--- src/rtl/dls_pkg.sv ---
package dls_pkg;
  localparam int DLS_CODE_W     = 12;
  localparam int DLS_BYTE_W     = 8;
  localparam int DLS_EN_BIT     = 7;
  localparam int DLS_MODE_HI    = 4;
  localparam int DLS_MODE_LO    = 3;
  localparam int DLS_JUST_HI    = 2;
  localparam int DLS_JUST_LO    = 0;
  localparam logic [7:0]  DLS_CTRL_RESET = 8'h00;
  localparam logic [7:0]  DLS_CTRL_MASK  = 8'h9F;
  localparam logic [7:0]  DLS_DATA_RESET = 8'h00;
  localparam logic [11:0] DLS_CODE_RESET = 12'h000;

  typedef enum logic [1:0] {
    DLS_UPD_HIGH_WRITE,
    DLS_UPD_TIMER3,
    DLS_UPD_TIMER4,
    DLS_UPD_TIMER2
  } dls_update_e;

  typedef struct packed {
    logic       wr_ctrl;
    logic       wr_high;
    logic       wr_low;
    logic [7:0] wdata;
  } dls_wr_s;

  typedef struct packed {
    logic        enable;
    logic [11:0] code;
  } dls_out_s;
endpackage : dls_pkg

--- src/rtl/dls_scheduler.sv ---
`timescale 1ns/100ps
`default_nettype none
// What this block does
// [RULE1] each channel outputs a 12-bit unsigned code, 000 to fff
// [RULE2] clearing enable tristates output and powers down the converter
// [RULE3] update source 00 at bits 4:3 loads latch on high-byte write
// [RULE4] low-byte writes are only staged until the high byte is written
// [RULE5] software writes low byte first, then high byte for 12 bits
// [RULE6] for 8-bit use, software preloads low byte and writes only high
// [RULE7] update source 01, 10, 11 wait for timer 3, 4 or 2 overflow
// [RULE8] selected overflow copies high and low together in one load
// [RULE9] justification field at bits 2:0 selects one of five placements
// [RULE10] second channel with own registers behaves identically
// [RULE11] software sets shared analog bias enable before using channels
// [RULE12] codes 000-100 put top 4..8 bits in high byte, rest left-aligned
// [RULE13] control resets to zero: disabled, high-write update, 4-bit justify
module dls_scheduler (
  // clock and reset
  input  wire logic           ref_clk,
  input  wire logic           rst,
  input  wire logic           clk_en,
  // register writes per channel
  input  wire dls_pkg::dls_wr_s wr_a,
  input  wire dls_pkg::dls_wr_s wr_b,
  // timer overflow pulses
  input  wire logic           timer2_ovf,
  input  wire logic           timer3_ovf,
  input  wire logic           timer4_ovf,
  // register readback
  output logic [7:0]          converter_a_control,
  output logic [7:0]          converter_a_data_high,
  output logic [7:0]          converter_a_data_low,
  output logic [7:0]          converter_b_control,
  output logic [7:0]          converter_b_data_high,
  output logic [7:0]          converter_b_data_low,
  // converter latches
  output dls_pkg::dls_out_s   converter_a,
  output dls_pkg::dls_out_s   converter_b
);
  import dls_pkg::*;

  localparam int NCH = 2;
  localparam int BW  = DLS_BYTE_W;
  localparam int CW  = DLS_CODE_W;

  // [RULE10] two identical channels share one generate body
  dls_wr_s       wr     [NCH];
  logic [BW-1:0] ctrl   [NCH];
  logic [BW-1:0] hi     [NCH];
  logic [BW-1:0] lo     [NCH];
  logic          pend   [NCH];
  logic          en_q   [NCH];
  logic [CW-1:0] code_q [NCH];

  assign wr[0] = wr_a;
  assign wr[1] = wr_b;

  for (genvar c = 0; c < NCH; c++) begin : g_ch

    // field decode
    logic [1:0]    mode_f;
    dls_update_e   upd;
    logic [2:0]    just;
    logic          sel_j0;
    logic          sel_j1;
    logic          sel_j2;
    logic          sel_j3;
    logic          sel_j4;
    logic          sel_t2;
    logic          sel_t3;
    logic          sel_t4;
    logic          on_high;

    // justified candidates
    logic [CW-1:0] word_j0;
    logic [CW-1:0] word_j1;
    logic [CW-1:0] word_j2;
    logic [CW-1:0] word_j3;
    logic [CW-1:0] word_j4;
    logic [CW-1:0] word;

    // strobes and next values
    logic          ctrl_we;
    logic          hi_we;
    logic          lo_we;
    logic          ovf_sel;
    logic          load;
    logic [BW-1:0] next_ctrl;
    logic [BW-1:0] next_hi;
    logic [BW-1:0] next_lo;
    logic          next_pend;
    logic          next_en;
    logic [CW-1:0] next_code;

    // decode stays combinational; only the registers below hold state
    // strobes count only while the clock enable runs
    assign ctrl_we = clk_en && wr[c].wr_ctrl;
    assign hi_we   = clk_en && wr[c].wr_high;
    assign lo_we   = clk_en && wr[c].wr_low;

    // [RULE9] justify field at bits 2:0
    assign just   = ctrl[c][DLS_JUST_HI:DLS_JUST_LO];
    // [RULE3] update source at bits 4:3
    assign mode_f = ctrl[c][DLS_MODE_HI:DLS_MODE_LO];
    assign upd    = dls_update_e'(mode_f);

    // [RULE12] one-hot placement decode
    assign sel_j0 = (just == 3'h0);
    assign sel_j1 = (just == 3'h1);
    assign sel_j2 = (just == 3'h2);
    assign sel_j3 = (just == 3'h3);
    // codes 101-111 are unused; the widest form keeps them harmless
    assign sel_j4 = (just >= 3'h4);

    // [RULE12] top 4..8 bits sit in the high byte
    assign word_j0 = {hi[c][3:0], lo[c][7:0]};
    assign word_j1 = {hi[c][4:0], lo[c][7:1]};
    assign word_j2 = {hi[c][5:0], lo[c][7:2]};
    assign word_j3 = {hi[c][6:0], lo[c][7:3]};
    assign word_j4 = {hi[c][7:0], lo[c][7:4]};

    // [RULE1] and-or pick keeps one 12-bit path
    assign word = ({CW{sel_j0}} & word_j0) |
                  ({CW{sel_j1}} & word_j1) |
                  ({CW{sel_j2}} & word_j2) |
                  ({CW{sel_j3}} & word_j3) |
                  ({CW{sel_j4}} & word_j4);

    // [RULE7] only the selected timer counts
    assign sel_t3  = (upd == DLS_UPD_TIMER3);
    assign sel_t4  = (upd == DLS_UPD_TIMER4);
    assign sel_t2  = (upd == DLS_UPD_TIMER2);
    assign on_high = (upd == DLS_UPD_HIGH_WRITE);
    assign ovf_sel = (sel_t3 && timer3_ovf) ||
                     (sel_t4 && timer4_ovf) ||
                     (sel_t2 && timer2_ovf);

    // [RULE3] arm a load for the edge after the high byte lands
    // hazard: a high write in a timer mode waits for the next overflow
    assign next_pend = on_high && wr[c].wr_high;
    // [RULE8] one load moves both bytes at once
    assign load      = ovf_sel || pend[c];
    assign next_ctrl = wr[c].wdata & DLS_CTRL_MASK;
    assign next_hi   = wr[c].wdata;
    assign next_lo   = wr[c].wdata;
    // [RULE2] enable follows the control bit
    assign next_en   = ctrl[c][DLS_EN_BIT];
    assign next_code = word;

    // [RULE13] control zero after reset
    // bits 6:5 always read back as zero
    always_ff @(posedge ref_clk or posedge rst) begin
      if (rst) begin
        ctrl[c] <= DLS_CTRL_RESET;
      end else if (ctrl_we) begin
        ctrl[c] <= next_ctrl;
      end
    end

    // [RULE3] high byte staging
    always_ff @(posedge ref_clk or posedge rst) begin
      if (rst) begin
        hi[c] <= DLS_DATA_RESET;
      end else if (hi_we) begin
        hi[c] <= next_hi;
      end
    end

    // [RULE4] low byte is staged only, never loads
    always_ff @(posedge ref_clk or posedge rst) begin
      if (rst) begin
        lo[c] <= DLS_DATA_RESET;
      end else if (lo_we) begin
        lo[c] <= next_lo;
      end
    end

    // clk_en low holds every register, pending load included
    always_ff @(posedge ref_clk or posedge rst) begin
      if (rst) begin
        pend[c] <= 1'b0;
      end else if (clk_en) begin
        pend[c] <= next_pend;
      end
    end

    // [RULE2] enable register
    always_ff @(posedge ref_clk or posedge rst) begin
      if (rst) begin
        en_q[c] <= 1'b0;
      end else if (clk_en) begin
        en_q[c] <= next_en;
      end
    end

    // [RULE8] input latch, timer loads use bytes staged before the edge
    always_ff @(posedge ref_clk or posedge rst) begin
      if (rst) begin
        code_q[c] <= DLS_CODE_RESET;
      end else if (clk_en && load) begin
        code_q[c] <= next_code;
      end
    end
  end

  // output pins come straight from flops
  // channel a readback and latch
  assign converter_a_control   = ctrl[0];
  assign converter_a_data_high = hi[0];
  assign converter_a_data_low  = lo[0];
  assign converter_a           = '{enable: en_q[0], code: code_q[0]};

  // channel b readback and latch
  assign converter_b_control   = ctrl[1];
  assign converter_b_data_high = hi[1];
  assign converter_b_data_low  = lo[1];
  assign converter_b           = '{enable: en_q[1], code: code_q[1]};
endmodule : dls_scheduler
`default_nettype wire

--- config.mk ---
export PLATFORM = sky130hd
export DESIGN_NAME = dls_scheduler
export DESIGN_NICKNAME = d
export VERILOG_FILES = /design/src/rtl/dls_pkg.sv /design/src/rtl/dls_scheduler.sv
export SDC_FILE = /design/constraint.sdc
export NUM_CORES = 1
export LEC_CHECK = 0
export BUFFER_PORTS_ARGS = -buffer_cell sky130_fd_sc_hd__buf_2
export CAP_MARGIN = 20
export CORE_MARGIN = 8
export CORE_UTILIZATION = 44
export DETAILED_ROUTE_END_ITERATION = 16
export PLACE_DENSITY = 0.64
export SYNTH_ARGS = -nofsm -noshare
export SYNTH_HDL_FRONTEND = slang
export SYNTH_SLANG_ARGS = --single-unit
--- constraint.sdc ---
create_clock -name ref_clk -period 4.6 [get_ports ref_clk]
set_clock_uncertainty 0.1 [all_clocks]
set_input_delay 0.69 -clock ref_clk [delete_from_list [all_inputs] [get_ports ref_clk]]
set_output_delay 0.69 -clock ref_clk [all_outputs]
set_load 0.005 [all_outputs]
; ---- After elaboration in Yosys (flattened, before gate mapping)
; Cells that the tools add are included.
[totals]
elab_cells = 70
register_bits = 72
[classes]
magnitude_cmp = 2
reduce_logical = 26
n_eq_ne = 12
bitwise = 18
[op_table]
columns = op, n
row1 = 12-bit AND, 10
row2 = 12-bit bitwise OR, 8
row3 = 1-bit logical AND, 16
row4 = 3-bit by 2-bit == test with 1-bit output (second input constant), 4
row5 = 2-bit == test (second input constant), 4
row6 = 3-bit by 1-bit == test with 1-bit output (second input constant), 2
row7 = 3-bit >= comparator (second input constant), 2
row8 = 3-bit zero test, 2
row9 = 1-bit logical OR, 6
row10 = 2-bit by 1-bit == test with 1-bit output (second input constant), 2
row11 = 2-bit zero test, 2

; ---- Logic depth before layout (Yosys ltp)
; Gate-level depths: netlist of run 1.
[logic_depth]
ltp_word = 6
ltp_mapped = 6

; ---- Least setup slack after synthesis of run 1
; No wires, ideal clock.
[synth_path]
kind = input -> register
startpoint = input timer2_ovf
endpoint = register code_q, in the netlist converter_b[0]
setup_time_ns = 0.125
arrival_ns = 1.653
slack_ns = 2.722
cell_stages = 5
cell_sequence = mux2i_1 -> mux2i_1 -> o21ai_1 -> buf_2 -> mux2_2
[synth_via]
elab_chain_len = 4
[synth_rtl]
columns = element, line
row1 = from (decl), dls_scheduler.sv:26  ; input wire logic timer2_ovf,
row2 = 1-bit logical AND, dls_scheduler.sv:136  ; (sel_t2 && timer2_ovf);
row3 = 1-bit logical OR, dls_scheduler.sv:135  ; (sel_t4 && timer4_ovf) ||
row4 = 1-bit logical OR, dls_scheduler.sv:142  ; assign load = ovf_sel || pend[c];
row5 = 1-bit logical AND, dls_scheduler.sv:200  ; end else if (clk_en && load) begin
row6 = "to (signal, indexed assignment)", dls_scheduler.sv:201  ; code_q[c] <= next_code;
row7 = to (decl), dls_scheduler.sv:53  ; logic [CW-1:0] code_q [NCH];
; Every way passes these cells.
; A chain may end at the register's enable or synchronous reset.

; ---- Worst setup path after layout of run 1
[layout_path]
startpoint = register ctrl, in the netlist converter_a_control[2]
endpoint = output converter_a_control[2]
[layout_rtl]
columns = element, line
row1 = from (decl), dls_scheduler.sv:48  ; logic [BW-1:0] ctrl [NCH];
row2 = "from (signal, indexed assignment)", dls_scheduler.sv:156  ; ctrl[c] <= next_ctrl;
row3 = to (decl), dls_scheduler.sv:30  ; output logic [7:0] converter_a_control,
; No word-level cell between the ends.

==> flow_metrics.py, run 1 <==
metrics = {
    "floorplan": {
        "io_pins": 102,
        "chipWidth_um": 110,
        "die-height_um": 110,
        "die_area_mm2": 0.0121,
        "core_area_mm2": 0.00864,
        "rows": 34,
        "initial_core_util_pct": 44.9,
    },
    "yosys": {
        "netlist_instances": 335,
        "ys_warn_count": 0,
        "yosysTopAreaCellShare_pct": 46.4,
        "ys_ff_latch": 72,
        "post-synth-top-area-cell": "dfrtp_1",
        "avgSynthCellArea_um2": 11.6,
        "ys.flop_type": "dfrtp_1",
        "synthTopCellsByArea": "dfrtp_1 (46%), mux2_2 (21%), mux2i_1 (4.9%)",
        "synth_edf_count": 0,
        "ys_types": 30,
        "async_flop_share_pct": 100,
        "seq_area_frac_synth_pct": 46.4,
        "syn_area_mm2": 0.00388,
    },
    "grt": {
        "grt_pass1_wl_mm": 15.6,
        "overflow": 0,
        "antenna_found_initial": 0,
        "grt_pass1_vias": 2937,
        "grt_max_degree": 47,
        "groute.usage.overall_pct": 16.5,
    },
    "finish": {
        "fillCellCount": 775,
        "multi_input_area_mm2": 0.00192,
        "syn_to_final_growth_pct": 19.1,
        "diodes": 0,
        "drive_above_1_share_pct": 44.3,
        "ff_latch_area_mm2": 0.00180,
        "postLayoutCoreUtil_pct": 53.5,
        "nNetsFinal": 450,
    },
    "drt": {
        "antenna_left": 0,
        "drc": 0,
        "dr.pass1.iters": 4,
        "routed_via_density": 5.56,
        "drt_iter0_markers": 178,
        "drt_wl_total_mm": 9.71,
        "routedWlPerCell_um": 18.2,
        "vias": 2975,
    },
    "critical_path": {
        "critPathKind": "reg2out",
        "cp.buffers_inverters": 1,
        "crit_arrival_ps": 1660,
        "worstPathMaxFanout": 38,
        "end_kind": "output pin",
        "path_cells": "buf_2",
        "crit_family": "flip-flops",
        "critPathMaxStageDelay_ps": 1050,
        "required_ps": 3810,
        "critPathSlowestCell": "dfrtp_1",
        "start_kind": "flip-flop",
    },
    "sta": {
        "max_clock_freq_mhz": 408,
        "max_slew_margin_pct": 28.8,
        "hold_violations": 0,
        "setup_viol": 0,
        "final_max_slew_viol_count": 0,
        "worstMarginPinSlew_ps": 1070,
        "period_needed_ps": 2450,
        "grt_setup_unrepaired": "false",
        "fin_setup_tns_ps": 0,
        "post-route-period-util_pct": 53.3,
    },
    "placed_design": {
        "gp_congestion": 0.787,
        "hpwl_mm": 6.95,
        "port_buffers": 97,
    },
    "clocking": {
        "postCtsHoldBufs": 0,
        "clkSinkCount": 72,
        "cts_setup_buffers": 0,
        "cts-root-buf": "clkbuf_8",
        "post_cts_resized": 0,
        "cts_tree": "done",
        "cts_made_buffers": 9,
        "clockBufferDepth": 2,
        "cts_max_level": 3,
        "clk_latency_ps": 340,
        "clkTransAtPathRegs_ps": 80,
    },
    "flow_run": {
        "drv_cap": 0,
    },
    "power": {
        "ir_drop_v": 0.000247,
        "pwr_density_cell_mw_per_mm2": 464,
        "p_leak_nw": 2.09,
    },
    "status": {
        "outcome": "completed",
    },
    "min_path": {
        "hp-class": "in2async",
    },
}
layout by cell type, fill, tap and decap left out, drive strengths merged, types with 7 or more instances in the layout:
cell type	n
nand3	9
a21oi	21
mux2i	19
nand2	17
nor4bb	8
a221o	9
nand3b	11
dfrtp	72
nor3b	7
buf	102
o21a	11
nand2b	8
mux2	72
o21ai	15
clkbuf	10
per-layer routing:
metal | global-route usage (%) | routed length, um
met1 | 23.0 | 4550
met5 | 0 | 0
met4 | 6.65 | 113
met3 | 3.52 | 620
met2 | 24.4 | 4430
synth_stat cells, drive strengths merged (4+ instances only):
library cell	count
a211o	4
a21oi	21
a221o	9
and4b	4
buf	23
clkbuf	6
dfrtp	72
mux2	72
mux2i	19
nand2	17
nand2b	8
nand3	9
nand3b	11
nor2b	4
nor3b	7
nor4bb	8
o21a	11
o21ai	15
cells by family (layout without fill, tap and decap cells):
kind of cell	Yosys count	after routing	synth area share, %
DFF	72	72	46.4
AOI/OAI and AO/OA	67	67	11.5
and+or+nand+nor	72	72	11.8
muxes	91	91	25.8
buffers and inverters	32	121	4.39
other	1	4	0.0967
state kept, by name (all words and copies together) (netlist names), 6 cells and up:
register and cells:
converter_a_control 6, converter_b_data_high 8, converter_a 13, converter_a_data_high 8, converter_b_data_low 8, converter_a_data_low 8
converter_b 13, converter_b_control 6
path summary, 6_finish.rpt:
check	end	slack, ps	startpoint	cells past startpoint
max	converter_a_control[2]	2150	converter_a_control[2]	1
max in group asynchronous	converter_b_control[1]	3450	rst	4
min	converter_b_data_high[7]	100	rst	2
min reg2reg	converter_b[7]	400	converter_b[7]	1
min in group ref_clk	converter_b[7]	400	converter_b[7]	1
max reg2reg	converter_a[2]	2400	converter_a_control[1]	4
where the power goes:
part | internal (mW) | switching [mW] | leakage, nW
Sequential | 0.800 | 0.198 | 0.857
Combinational | 0.386 | 0.254 | 1.15
Clock | 0.252 | 0.252 | 0.0851
Total | 1.44 | 0.704 | 2.09
worst register-to-register path, cell delays in order, from the launching register on:
cell      delay (ps)
dfrtp_1          920
nand2b_1         380
nor3b_1          100
a221o_1          320
mux2_2           270
through the flow:
step | setup WS [ps] | hold WS, ps | instance area [um2] | power (mW) | std cells
global route | 2030 | 86.1 | 4620 | 2.28 | 535
CTS | 2150 | 409 | 4590 | 2.17 | 533
global placement | 2030 | 373 | 4360 | 1.63 | 515
floorplan | 1990 | 389 | 3890 | 1.36 | 338
finish | 2150 | 102 | 4620 | 2.14 | 535
detailed placement | 2040 | 389 | 4400 | 1.66 | 517
layout make-up:
type	count	share of cell area (%)
Clock buffer	10	2.76
Multi-Input combinational cell	234	41.5
Timing Repair Buffer	102	12.0
Clock inverter	6	1.49
Sequential cell	72	39.0
Tap cell	108	2.93
Inverter	3	0.244
(Power assumes the default switching activity.)
==> run 2: changes to the inputs <==
Settings changed: PLACE_DENSITY 0.64 to 0.67.
Clock period 4.6 ns to 2.15 ns, I/O delays scaled along.
==> flow_metrics.py, run 2 (same netlist as run 1, synthesis figures left out) <==
metrics = {
    "status": {
        "outcome": "completed",
    },
    "sta": {
        "post-route-period-util_pct": 92.5,
        "max_clock_freq_mhz": 503,
        "hold_violations": 0,
        "grt_setup_unrepaired": "false",
        "worstMarginPinSlew_ps": 664,
        "max_slew_margin_pct": 55.7,
        "hold_slack_ps": 124,
        "layout_setup_ws_ps": 162,
        "period_needed_ps": 1990,
        "fin_setup_tns_ps": 0,
        "final_max_slew_viol_count": 0,
        "setup_viol": 0,
    },
    "power": {
        "clock_power_share_pct": 25.3,
        "netSwitchingFraction_pct": 31.7,
        "share_comb_of_total_power_pct": 31.4,
        "switchingPower_mw": 1.50,
        "ir_drop_v": 0.000437,
        "intPower_mw": 3.23,
        "power_frac_seq_pct": 43.3,
        "p_leak_nw": 2.14,
        "pwr_density_cell_mw_per_mm2": 1000,
    },
    "grt": {
        "grt_pass1_wl_mm": 15.5,
        "grt_pass1_vias": 2981,
        "grt_max_degree": 73,
        "groute.usage.overall_pct": 16.4,
        "antenna_found_initial": 0,
        "overflow": 0,
    },
    "floorplan": {
        "initial_core_util_pct": 44.9,
        "chipWidth_um": 110,
        "rows": 34,
        "core_area_mm2": 0.00864,
        "io_pins": 102,
        "die_area_mm2": 0.0121,
        "die-height_um": 110,
    },
    "finish": {
        "diodes": 0,
        "nNetsFinal": 458,
        "mostFrequentLayoutCells": "buf_2 (97), dfrtp_1 (72), mux2_2 (71), a21oi_1 (21), mux2i_1 (19)",
        "drive_above_1_share_pct": 45.1,
        "final_common_cell": "buf_2",
        "finalInstanceArea_mm2": 0.00471,
        "syn_to_final_growth_pct": 21.5,
    },
    "clocking": {
        "cts_tree": "done",
        "clkTransAtPathRegs_ps": 80,
        "clkSinkCount": 72,
        "cts_max_level": 3,
        "cts_made_buffers": 9,
        "clk_latency_ps": 350,
        "cts-root-buf": "clkbuf_8",
        "clockBufferDepth": 2,
    },
    "min_path": {
        "hold_start": "wr_b[6]",
        "hp-class": "in2reg",
    },
    "critical_path": {
        "worstPathMaxFanout": 25,
        "path_cells": "nor2b_1 > a211o_1 > a221o_1 > mux2_2",
        "required_ps": 2280,
        "startpoint": "converter_a_control[1]",
        "start_kind": "flip-flop",
        "critPathSlowestCell": "dfrtp_1",
        "crit_arrival_ps": 2110,
        "end_kind": "flip-flop",
        "r2r_start": "converter_a_control[1]",
        "critPathMaxStageDelay_ps": 780,
        "critPathKind": "reg2reg",
    },
    "drt": {
        "drt_iter0_markers": 99,
        "routed_via_density": 5.43,
        "vias": 2950,
        "drt_wl_total_mm": 9.66,
        "antenna_left": 0,
        "routedWlPerCell_um": 17.8,
        "drc": 0,
        "dr.pass1.iters": 4,
    },
    "flow_run": {
        "drv_cap": 0,
    },
    "placed_design": {
        "hpwl_mm": 6.92,
        "dpl_worst_slack_ps": 189,
        "port_buffers": 97,
        "placed_area_mm2": 0.00448,
        "gp_congestion": 0.809,
    },
}
[run 2: critical path: cells and delay by family (launching register included)]
| family | cells | cell delay, ps |
|---|---|---|
| muxes | 1 | 250 |
| AOI/OAI and AO/OA | 2 | 590 |
| and+or+nand+nor | 1 | 150 |
| DFF | 1 | 780 |
[run 2: metrics by stage]
stage	std cells	util, %	total power [mW]
floorplan	338	-	2.92
global placement	526	51.9	3.54
detailed placement	526	51.9	3.59
CTS	543	54.6	4.79
global route	543	54.6	5.05
finish	543	54.6	4.73
[run 2: area by class of cell]
class | instances | area [um2]
inverters | 3 | 15.0
flip-flops and latches | 72 | 1800
well taps | 108 | 135
repair buffers | 110 | 623
multi-input cells | 234 | 1920
clock buffers | 10 | 128
fillers | 774 | 3920
clock inverters | 6 | 92.6
[run 2: repair_timing]
action / CTS / global route
setup endpoints to repair: 0 / 0
setup buffers: 0 / 0
gates resized for setup: 0 / 0
hold buffers: 1 / 0
hold endpoints to repair: 72 / 0
[run 2: per-layer routing]
| layer | wire [um] | vias up | track usage, % |
|---|---|---|---|
| li1 | - | 1423 | - |
| met1 | 4520 | 1444 | 22.3 |
| met2 | 4410 | 69 | 24.4 |
| met3 | 571 | 14 | 4.34 |
| met4 | 157 | 0 | 6.46 |
| met5 | 0 | - | 0 |
[run 2: power by group through the flow]
stage                     combinational (mW)  sequential [mW]  clock, mW
after CTS                               1.52             2.05       1.23
after global placement                  1.48             2.06          0
after global routing                    1.65             2.11       1.29
final                                   1.48             2.05       1.20
after floorplan                        0.918             2.00          0
after detailed placement                1.51             2.07          0
[run 2: final timing paths]
| kind | cells past startpoint | endpoint | slack, ps |
|---|---|---|---|
| worst max-delay path | 4 | converter_a[7] | 160 |
| worst min-delay path | 2 | converter_b_data_high[6] | 120 |
| worst max register to register | 4 | converter_a[7] | 160 |
| worst min register to register | 1 | converter_b[2] | 390 |
| max in group asynchronous | 4 | converter_b[2] | 1100 |
| min in group asynchronous | 4 | converter_b[11] | 530 |
==> run 3: changes to the inputs <==
Settings changed: CORE_UTILIZATION 44 to 48, PLACE_DENSITY 0.67 to 0.73.
==> flow_metrics.py, run 3 (same netlist as run 1, synthesis figures left out) <==
metrics = {
    "clocking": {
        "clkSinkCount": 72,
        "clockBufferDepth": 2,
        "clkTransAtPathRegs_ps": 80,
        "cts_tree": "done",
        "clk_latency_ps": 340,
        "post_cts_resized": 0,
        "cts_max_level": 3,
        "cts-root-buf": "clkbuf_8",
        "postCtsHoldBufs": 1,
        "cts_setup_buffers": 0,
        "cts_made_buffers": 9,
    },
    "finish": {
        "final_common_cell": "buf_2",
        "nNetsFinal": 460,
        "syn_to_final_growth_pct": 21.4,
        "mostFrequentLayoutCells": "buf_2 (97), dfrtp_1 (72), mux2_2 (71), a21oi_1 (21), mux2i_1 (19)",
        "drive_above_1_share_pct": 45.3,
        "diodes": 0,
    },
    "critical_path": {
        "r2r_start": "converter_b_control[0]",
        "startpoint": "converter_b_control[0]",
        "start_kind": "flip-flop",
        "end_kind": "output pin",
        "critPathSlowestCell": "dfrtp_1",
        "r2r_end": "converter_b[7]",
        "path_cells": "buf_2",
        "critPathKind": "reg2out",
        "crit_family": "flip-flops",
        "r2r_cells": 5,
        "crit_arrival_ps": 1450,
        "worstPathMaxFanout": 30,
        "cp.buffers_inverters": 1,
        "required_ps": 1730,
        "critPathMaxStageDelay_ps": 860,
        "reg2reg_setup_slack_ps": 290,
    },
    "grt": {
        "grt_pass1_vias": 2939,
        "grt_max_degree": 73,
        "grt_pass1_wl_mm": 15.8,
        "antenna_found_initial": 0,
        "overflow": 0,
        "groute.usage.overall_pct": 17.4,
    },
    "sta": {
        "max_clock_freq_mhz": 535,
        "hold_slack_ps": 125,
        "worstMarginPinSlew_ps": 792,
        "max_slew_margin_pct": 47.2,
        "period_needed_ps": 1870,
        "hold_violations": 0,
        "fin_setup_tns_ps": 0,
        "grt_setup_unrepaired": "false",
        "setup_viol": 0,
        "final_max_slew_viol_count": 0,
        "post-route-period-util_pct": 86.9,
    },
    "status": {
        "outcome": "completed",
    },
    "drt": {
        "drt_wl_total_mm": 9.65,
        "routedWlPerCell_um": 17.9,
        "vias": 2994,
        "drc": 0,
        "dr.pass1.iters": 5,
        "drt_iter0_markers": 157,
        "antenna_left": 0,
        "routed_via_density": 5.55,
    },
    "min_path": {
        "hp-class": "in2reg",
        "hold_depth": 2,
        "holdPathEnd": "converter_b_data_high[5]",
        "hold_start": "wr_b[5]",
    },
    "floorplan": {
        "initial_core_util_pct": 50.0,
        "io_pins": 102,
        "die_area_mm2": 0.0112,
        "rows": 32,
        "die-height_um": 106,
        "core_area_mm2": 0.00777,
        "chipWidth_um": 106,
    },
    "power": {
        "pwr_density_cell_mw_per_mm2": 1000,
        "p_total_mw": 4.72,
        "p_leak_nw": 2.15,
        "ir_drop_v": 0.000457,
    },
    "placed_design": {
        "gp_congestion": 0.854,
        "hpwl_mm": 7.02,
        "port_buffers": 97,
    },
    "flow_run": {
        "drv_cap": 0,
    },
}
==> run 3: cell types whose count changed in the layout (fill, tap and decap cells not counted), sizes merged <==
cell,before,now
buf,109,111
==> run 3: layer usage <==
metal  track usage, %  vias up  part of all wire [%]
met5                0        -                     0
met4             7.34        0                   1.2
met3             2.90       10                   5.1
met2             26.0       82                    47
met1             24.6     1474                    47
li1                 -     1428                     -
==> run 3: stage by stage <==
stage          utilization [%]  instance area [um2]  instances  setup slack (ps)
4_1_cts                   60.6                 4710        539               265
3_3_place_gp              57.7                 4480        522               380
3_5_place_dp              57.7                 4480        522               321
2_1_floorplan                -                 3890        338               491
6_report                  60.6                 4710        539               281
5_1_grt                   60.6                 4710        539              46.2
==> run 3: worst max-delay path by stage <==
| stage | to | slack [ps] | cells after the start |
|---|---|---|---|
| floorplan | converter_b[0] | 490 | 5 |
| global placement | converter_b[10] | 380 | 5 |
| detailed placement | converter_b[7] | 320 | 5 |
| CTS | converter_b_control[1] | 260 | 2 |
| global route | converter_b[7] | 50 | 5 |
| finish | converter_b_control[0] | 280 | 1 |
==> run 3: layout make-up <==
type / count / area [um2]
Inverter: 3 / 15.0
Multi-Input combinational cell: 234 / 1920
Tap cell: 102 / 128
Fill cell: 694 / 3060
Clock inverter: 6 / 92.6
Clock buffer: 10 / 128
Timing Repair Buffer: 112 / 626
Sequential cell: 72 / 1800
==> run 3: power breakdown <==
part / total [mW] / switching [mW] / internal, mW
registers: 2.07 / 0.359 / 1.71
clock network: 1.19 / 0.530 / 0.660
logic: 1.46 / 0.604 / 0.853
